File: src/rtl/tdhp_pkg.sv
package tdhp_pkg;

  // ---------------------------------------------------------------------------
  // Unit addressing
  // ---------------------------------------------------------------------------
  localparam int         UNIT_W        = 3;        // Three address levels.
  localparam logic [2:0] UNIT_NUM_ZERO = 3'h0;     // Lowest unit number.
  localparam logic [2:0] UNIT_NUM_SEVEN = 3'h7;    // Highest unit number.

  // ---------------------------------------------------------------------------
  // Data widths
  // ---------------------------------------------------------------------------
  localparam int DATA_W = 9;                       // Eight data bits plus parity.

  // ---------------------------------------------------------------------------
  // Motion timing
  // ---------------------------------------------------------------------------
  // One inch of streaming at normal and high speed, as clock counts.
  localparam int CLK_HZ          = 40_000_000;
  localparam int NORMAL_IPS      = 50;
  localparam int FAST_IPS        = 100;
  localparam int INCH_CYC_NORMAL = CLK_HZ / NORMAL_IPS;
  localparam int INCH_CYC_FAST   = CLK_HZ / FAST_IPS;
  localparam int REPOS_CYC       = 4000;           // Reposition cycle length.
  localparam int CNT_W           = 20;

  // ---------------------------------------------------------------------------
  // Command level positions in the captured command word
  // ---------------------------------------------------------------------------
  localparam int CMD_REV = 0;
  localparam int CMD_WRT = 1;
  localparam int CMD_WFM = 2;
  localparam int CMD_EDT = 3;
  localparam int CMD_ERS = 4;
  localparam int CMD_W   = 5;

  // Controller states.
  typedef enum logic [2:0] {
    TDHP_IDLE,
    TDHP_RUN,
    TDHP_WINDOW,
    TDHP_HOLD,
    TDHP_REPOS
  } tdhp_state_t;

endpackage

File: src/rtl/tdhp_port.sv
// Implementation choices: two-stage input synchronisers and command capture on the trailing strobe edge.
`timescale 1ns/1ps
`default_nettype none
module tdhp_port
  import tdhp_pkg::*;
(
  // Clock and reset.
  input  wire  logic              sys_clk,
  input  wire  logic              srst,
  // Unit strap number of this drive.
  input  wire  logic [UNIT_W-1:0] my_unit_num,
  // Low-true host inputs, raw from the cable.
  input  wire  logic              unit_group_select_n,
  input  wire  logic              unit_select_hi_n,
  input  wire  logic              unit_select_lo_n,
  input  wire  logic              go_n,
  input  wire  logic              direction_reverse_n,
  input  wire  logic              write_not_read_n,
  input  wire  logic              write_tape_mark_n,
  input  wire  logic              edit_overwrite_n,
  input  wire  logic              erase_request_n,
  input  wire  logic              fast_speed_select_n,
  input  wire  logic              extended_gap_select_n,
  input  wire  logic              rewind_request_n,
  input  wire  logic              unload_request_n,
  input  wire  logic              load_online_request_n,
  input  wire  logic              final_char_flag_n,
  input  wire  logic              interface_enable_n,
  input  wire  logic [DATA_W-1:0] write_data_lines_n,
  // Drive internals: legality table, motion engine and media status.
  input  wire  logic [31:0]       legal_cmd_mask,
  input  wire  logic              fbusy_on_xfer_opt,
  input  wire  logic              xfer_done,
  input  wire  logic              window_open,
  input  wire  logic              motion_stopped,
  input  wire  logic [DATA_W-1:0] read_data,
  input  wire  logic [15:0]       status_in,
  // Engine command outputs.
  output logic                    cmd_start,
  output logic [CMD_W-1:0]        cmd_word,
  output logic                    motion_run,
  output logic                    repos_active,
  output logic                    fast_mode,
  output logic                    rewind_pulse,
  output logic                    unload_pulse,
  output logic                    load_pulse,
  output logic                    final_char,
  output logic                    long_gap,
  output logic [DATA_W-1:0]       write_data,
  // Open-collector outputs: one means pull the line low (true).
  output logic                    formatter_busy_flag_oe,
  output logic                    transfer_busy_flag_oe,
  output logic [DATA_W-1:0]       read_data_lines_oe,
  output logic [15:0]             status_lines_oe
);

  // ---------------------------------------------------------------------------
  // Input synchronisers
  // ---------------------------------------------------------------------------
  localparam int NIN = 19 + DATA_W;
  wire  [NIN-1:0] raw_n = {unit_group_select_n, unit_select_hi_n, unit_select_lo_n, go_n,
    direction_reverse_n, write_not_read_n, write_tape_mark_n, edit_overwrite_n,
    erase_request_n, fast_speed_select_n, extended_gap_select_n, rewind_request_n,
    unload_request_n, load_online_request_n, final_char_flag_n, interface_enable_n,
    3'h7, write_data_lines_n};
  logic [NIN-1:0] s1_ff;    // First stage, read by the second only.
  logic [NIN-1:0] s2_ff;    // Second stage, usable.

  // Synchronisers reset to all high, which is false on the cable.
  always_ff @(posedge sys_clk) begin
    if (srst) begin
      s1_ff <= '1;
      s2_ff <= '1;
    end else begin
      s1_ff <= raw_n;
      s2_ff <= s1_ff;
    end
  end

  // Low means true; an open line floats high and reads false.
  wire [NIN-1:0] tru = ~s2_ff;
  wire [UNIT_W-1:0] addr = tru[NIN-1 -: 3];
  wire sel      = (addr == my_unit_num);
  wire go       = tru[NIN-4];
  // Cable order is reverse, write, mark, edit, erase; the word puts reverse in bit 0.
  wire [CMD_W-1:0] lvls = {tru[NIN-9], tru[NIN-8], tru[NIN-7], tru[NIN-6], tru[NIN-5]};
  wire enable   = tru[DATA_W+3];

  // ---------------------------------------------------------------------------
  // Strobe edge detection
  // ---------------------------------------------------------------------------
  logic go_d_ff;  // Previous qualified strobe level.
  logic [CMD_W-1:0] lvl_d_ff; // Levels one cycle before the edge.
  wire  go_q    = go & sel;
  wire  go_fall = go_d_ff & ~go_q;
  wire  go_rise = ~go_d_ff & go_q;

  // Levels are taken one cycle early so skew at the edge does not corrupt them.
  always_ff @(posedge sys_clk) begin
    if (srst) begin
      go_d_ff  <= 1'b0;
      lvl_d_ff <= '0;
    end else begin
      go_d_ff  <= go_q;
      lvl_d_ff <= lvls;
    end
  end

  // ---------------------------------------------------------------------------
  // Command sequencer
  // ---------------------------------------------------------------------------
  tdhp_state_t     st_ff, nxt_st;
  logic [CNT_W-1:0] cnt_ff, nxt_cnt;
  logic [CMD_W-1:0] cmd_ff, nxt_cmd;
  logic            start_ff, nxt_start;
  logic            fbusy_ff, nxt_fbusy;
  logic            dbusy_ff, nxt_dbusy;
  logic            fast_ff;

  wire legal     = legal_cmd_mask[lvl_d_ff];
  wire is_write  = cmd_ff[CMD_WRT];
  wire [CNT_W-1:0] inch_cyc = fast_ff ? CNT_W'(INCH_CYC_FAST) : CNT_W'(INCH_CYC_NORMAL);

  // Next-state decode for the sequencer.
  always_comb begin
    nxt_st    = st_ff;
    nxt_cnt   = cnt_ff;
    nxt_cmd   = cmd_ff;
    nxt_start = 1'b0;
    nxt_fbusy = fbusy_ff;
    nxt_dbusy = dbusy_ff;
    unique case (st_ff)
      TDHP_IDLE: begin
        // Command begins only on the trailing strobe edge, when legal.
        if (go_fall && legal) begin
          nxt_cmd   = lvl_d_ff;
          nxt_start = 1'b1;
          nxt_fbusy = 1'b1;
          nxt_dbusy = 1'b1;
          nxt_st    = TDHP_RUN;
        end
      end
      TDHP_RUN: begin
        if (xfer_done) begin
          nxt_dbusy = 1'b0;
          if (fbusy_on_xfer_opt && fast_ff) begin
            nxt_fbusy = 1'b0;
          end
          nxt_st = is_write ? TDHP_WINDOW : TDHP_IDLE;
        end
      end
      TDHP_WINDOW: begin
        // Streaming write reinstruct window; a held strobe extends it.
        if (go_rise && !window_open) begin
          nxt_cnt = '0;
          nxt_st  = TDHP_HOLD;
        end else if (go_fall && legal) begin
          nxt_cmd   = lvl_d_ff;
          nxt_start = 1'b1;
          nxt_fbusy = 1'b1;
          nxt_dbusy = 1'b1;
          nxt_st    = TDHP_RUN;
        end else if (!window_open) begin
          nxt_st = TDHP_IDLE;
        end
      end
      TDHP_HOLD: begin
        // Stream for up to one inch waiting for release.
        nxt_cnt = cnt_ff + CNT_W'(1);
        if (go_fall && legal) begin
          nxt_cmd   = lvl_d_ff;
          nxt_start = 1'b1;
          nxt_fbusy = 1'b1;
          nxt_dbusy = 1'b1;
          nxt_st    = TDHP_RUN;
        end else if (cnt_ff >= inch_cyc - CNT_W'(1)) begin
          nxt_cnt = '0;
          nxt_st  = TDHP_REPOS;
        end
      end
      TDHP_REPOS: begin
        // Reposition before accepting the pending command.
        nxt_cnt = cnt_ff + CNT_W'(1);
        if (cnt_ff >= CNT_W'(REPOS_CYC - 1)) begin
          nxt_st = TDHP_IDLE;
        end
      end
      default: nxt_st = TDHP_IDLE;
    endcase
    // Formatter busy clears once motion ceases outside an active command.
    if (nxt_st == TDHP_IDLE && motion_stopped && !nxt_start) begin
      nxt_fbusy = 1'b0;
    end
    // Interface disable returns every unit to quiescent.
    if (!enable) begin
      nxt_st    = TDHP_IDLE;
      nxt_start = 1'b0;
      nxt_dbusy = 1'b0;
      nxt_fbusy = 1'b0;
    end
  end

  // Sequencer registers.
  always_ff @(posedge sys_clk) begin
    if (srst) begin
      st_ff    <= TDHP_IDLE;
      cnt_ff   <= '0;
      cmd_ff   <= '0;
      start_ff <= 1'b0;
      fbusy_ff <= 1'b0;
      dbusy_ff <= 1'b0;
      fast_ff  <= 1'b0;
    end else begin
      st_ff    <= nxt_st;
      cnt_ff   <= nxt_cnt;
      cmd_ff   <= nxt_cmd;
      start_ff <= nxt_start;
      fbusy_ff <= nxt_fbusy;
      dbusy_ff <= nxt_dbusy;
      fast_ff  <= sel & tru[NIN-10];
    end
  end

  // ---------------------------------------------------------------------------
  // Outputs
  // ---------------------------------------------------------------------------
  assign cmd_start    = start_ff;
  assign cmd_word     = cmd_ff;
  assign motion_run   = (st_ff != TDHP_IDLE) & enable;
  assign repos_active = (st_ff == TDHP_REPOS);
  assign fast_mode    = fast_ff;
  assign rewind_pulse = sel & enable & tru[NIN-12];
  assign unload_pulse = sel & enable & tru[NIN-13];
  assign load_pulse   = sel & enable & tru[NIN-14];
  assign final_char   = tru[NIN-15];
  assign long_gap     = tru[NIN-11];
  assign write_data   = tru[DATA_W-1:0];
  // Only the addressed unit pulls shared lines; others stay released.
  assign formatter_busy_flag_oe = sel & fbusy_ff;
  assign transfer_busy_flag_oe  = sel & dbusy_ff;
  assign read_data_lines_oe     = sel ? read_data : '0;
  assign status_lines_oe        = sel ? status_in : '0;

endmodule
`default_nettype wire

File: config.mk
export PLATFORM = sky130hd
export DESIGN_NAME = tdhp_port
export DESIGN_NICKNAME = d
export VERILOG_FILES = /design/src/rtl/tdhp_pkg.sv /design/src/rtl/tdhp_port.sv
export SDC_FILE = /design/constraint.sdc
export NUM_CORES = 1
export LEC_CHECK = 0
export ABC_AREA = 1
export BUFFER_PORTS_ARGS = -buffer_cell sky130_fd_sc_hd__buf_2
export CORE_MARGIN = 3
export CORE_UTILIZATION = 53
export CTS_CLUSTER_DIAMETER = 200
export DETAILED_ROUTE_END_ITERATION = 10
export PLACE_DENSITY = 0.84
export SYNTH_ARGS = -nofsm -noshare
export SYNTH_HDL_FRONTEND = slang
export SYNTH_SLANG_ARGS = --single-unit
File: constraint.sdc
create_clock -name sys_clk -period 6.4 [get_ports sys_clk]
set_clock_uncertainty 0.2 [all_clocks]
set_input_delay 0.96 -clock sys_clk [delete_from_list [all_inputs] [get_ports sys_clk]]
set_output_delay 0.96 -clock sys_clk [all_outputs]
set_load 0.05 [all_outputs]
==> results.tsv <==
stage	metric	value	unit
synthesis	Syn. warnings	0	
route	DRT antenna net count	0	
synthesis	synth unique cells	37	
synthesis	Main synth FF type	dfxtp_1	
floorplanning	initial core utilization	55.80	%
min_path	Hold Path Class	reg -> reg	
critical_path	worst-path maximum fanout	21	
floorplanning	row count	31	
sta	minimum clock period	3.685	ns
critical_path	Critical Path End Type	output port	
sta	final setup fails	0	
clock_network	H-tree depth	3	
sta	RSZ-0062 raised after global routing	no	
route	drt pass-1 iters	4	
clock_network	clk_lat worst skew	0.35	ns
critical_path	most frequent CP cell	buf_2	
sta	Worst-Margin Slew	0.7408	ns
route	met3 WL	721	um
global_route	first-pass GRT wire length	14220	um
placement	DP Worst Slack	2.685	ns
cells_and_area	ant diodes	0	
synthesis	Syn Inst Count	550	
cells_and_area	# nets final	776	
cells_and_area	Synth-to-Final Area Change	20.31	%
run_status	outcome	finished, final reports clean	
floorplanning	Core Area	7408	sq um
global_route	Total GRT Usage	19.88	%
route	via count	3645	
critical_path	WP data arrival	2.52	ns
route	total wire length	8614	um
critical_path	Crit path max-delay family	simple AND/OR/NAND/NOR gates	
power_and_ir_drop	Power Density	208.2	nW/um^2
clock_network	Clk pin slew, worst setup/hold paths	0.08	ns
global_route	antenna violations before repair	0	
sta	setup ws final	2.715	ns
cells_and_area	post-route cell area	4974	sq um
sta	final worst path period share	57.57	%
route	vias per cell	4.667	
synthesis	Post-Synth XOR/XNOR Area	3.390	%
sta	setup TNS	0	ns
critical_path	Max stage delay on crit path	0.34	ns
synthesis	Yosys reg bits	88	
clock_network	Post-CTS Setup Repair Bufs	0	
synthesis	syn_nets	649	
route	drt wl/cell	11.03	um
cells_and_area	layout cells sized above 1	34.46	%
sta	Max Slew Vio Count	0	
cells_and_area	fillers	648	
placement	IO buf count	140	
global_route	vias in the first global route	3424	
job	number of max-cap violations	0	
placement	Placer Congestion	0.9072	
global_route	largest net degree at the start of global routing	60	
synthesis	post-synthesis sequential area ratio	42.62	%
synthesis	Post-synth EDFFs	0	
sta	fmax	0.2714	GHz
clock_network	clock sink count	88	
critical_path	worst-path cell chain	buf_2 > xor2_1 > nand3_1 > buf_4 > or2_2 > nor2_1 > buf_2	
synthesis	Compound-Gate Fraction of Synth Area	3.602	%
synthesis	largest family of logic cells by synthesized area	simple AND/OR/NAND/NOR gates	
route	met2 WL	4152	um
critical_path	worst path bufs/invs	3	
route	top sig layer	met4	
clock_network	Num CTS Buffers	9	
sta	Final Hold Fails	0	
power_and_ir_drop	VDD IR-drop max	0.1684	mV
route	Initial DRC Count	95	
route	drt drc	0	
floorplanning	Ports	141	
synthesis	Synth Area in Adders	2.421	%
critical_path	CP max stage cell	buf_4	
critical_path	Crit path required time	5.24	ns
placement	Post-DP HPWL	6733	um
global_route	Overflow after GRT	0	
synthesis	Cell Area, Synth	4134	sq um
synthesis	Async SR Flop Fraction	0	%
floorplanning	full die area	8895	sq um
power_and_ir_drop	Leak	2.572	nW
route	M1 wire length	3661	um
sta	Slew headroom	50.61	%
synthesis	post-synthesis mux area share	0.2421	%
clock_network	CTS Hold Bufs	0	
floorplanning	Die H	94.32	um
floorplanning	Die Width	94.32	um
clock_network	CTS root buffer	clkbuf_8	
clock_network	post-CTS resize count	0	
critical_path	WS Path Type	in -> out	
placement	DP Area	4793	sq um
synthesis	Synth Area in Simple Gates	35.81	%
clock_network	CTS tree	yes	
synthesis	Syn Area/Cell	7.516	sq um
clock_network	CTS max path bufs	2	
critical_path	Startpoint Class	primary input	
==> per-stage QoR <==
stage                     power [mW]  utilization (%)  std cells  hold WS [ns]
final                          1.035            67.13        781        0.1777
after CTS                      1.045            67.13        781        0.1777
after global routing           1.081            67.13        781        0.2009
after detailed placement      0.7029            64.70        765        0.1653
after global placement        0.7004            64.70        765        0.1653
after floorplan               0.6637                -        550        0.1627
==> cell families after synthesis <==
group,Yosys count
flops,88
compound gates,28
buf+inv,109
mux,1
simple gates,300
xor+xnor,16
fa+ha+maj,8
==> routing by layer <==
metal / global-route usage (%) / vias up
met4: 6.258 / 0
met5: 0 / -
met3: 4.888 / 9
met2: 36.58 / 132
met1: 22.42 / 1588
li1: - / 1916
==> path summary, 6_finish.rpt <==
path                                      from           end  slack [ns]  cells after the start
worst min register to register       s2_ff[19]   lvl_d_ff[4]        0.18                      1
worst max register to register       s2_ff[26]     cnt_ff[7]        3.67                     11
worst min-delay path                 s2_ff[19]   lvl_d_ff[4]        0.18                      1
worst max-delay path            my_unit_num[1]  rewind_pulse        2.72                      7
==> Yosys cell counts, types with 2 or more instances <==
| cell | count | area, sq um |
|---|---|---|
| nand2_1 | 87 | 326.6 |
| or2_2 | 51 | 319.1 |
| nor2_1 | 83 | 311.6 |
| inv_2 | 2 | 7.510 |
| nor2_4 | 10 | 112.6 |
| nand3_1 | 38 | 190.2 |
| nand3_2 | 3 | 30.03 |
| xor2_1 | 15 | 131.4 |
| buf_2 | 2 | 10.01 |
| nand2_2 | 4 | 25.02 |
| clkbuf_1 | 8 | 30.03 |
| inv_1 | 81 | 304.0 |
| buf_4 | 10 | 75.07 |
| ha_1 | 8 | 100.1 |
| nor2_2 | 3 | 18.77 |
| nand4_1 | 4 | 25.02 |
| buf_6 | 3 | 33.78 |
| dfxtp_1 | 88 | 1762 |
| a21oi_1 | 11 | 55.05 |
| nor3_1 | 10 | 50.05 |
| o21ai_0 | 13 | 65.06 |
==> report_power, final <==
group	total (mW)	internal [mW]	switching (mW)
clock network	0.346	0.147	0.199
registers	0.568	0.563	0.00549
logic	0.121	0.0456	0.0754
total	1.04	0.755	0.280
==> sequential cells by signal (all words and copies together), names as in the netlist <==
signal	count
fbusy_ff	1
st_ff	3
s2_ff	25
cmd_start	1
dbusy_ff	1
fast_mode	1
cmd_word	5
lvl_d_ff	5
s1_ff	25
cnt_ff	20
go_d_ff	1
==> cells in the final DEF (no fill, tap or decap), drive strengths merged, types with 2 or more instances in the layout <==
master / instances
xor2: 15
ha: 8
clkinv: 2
nor4: 2
nor3: 11
o21ai: 14
a21oi: 11
clkbuf: 10
nand2: 92
inv: 86
dfxtp: 88
nand4: 4
or2: 51
clkinvlp: 2
nor2: 96
nand3: 42
buf: 141
==> final cells by class <==
cell class,count,area [sq um],area share [%]
flip-flops and latches,88,1762,35.42
well taps,99,123.9,2.491
inverters,84,320.3,6.440
clock buffers,10,127.6,2.566
clock inverters,6,52.55,1.057
multi-input cells,353,1879,37.79
repair buffers,141,708.2,14.24
(Power assumes the default switching activity.)
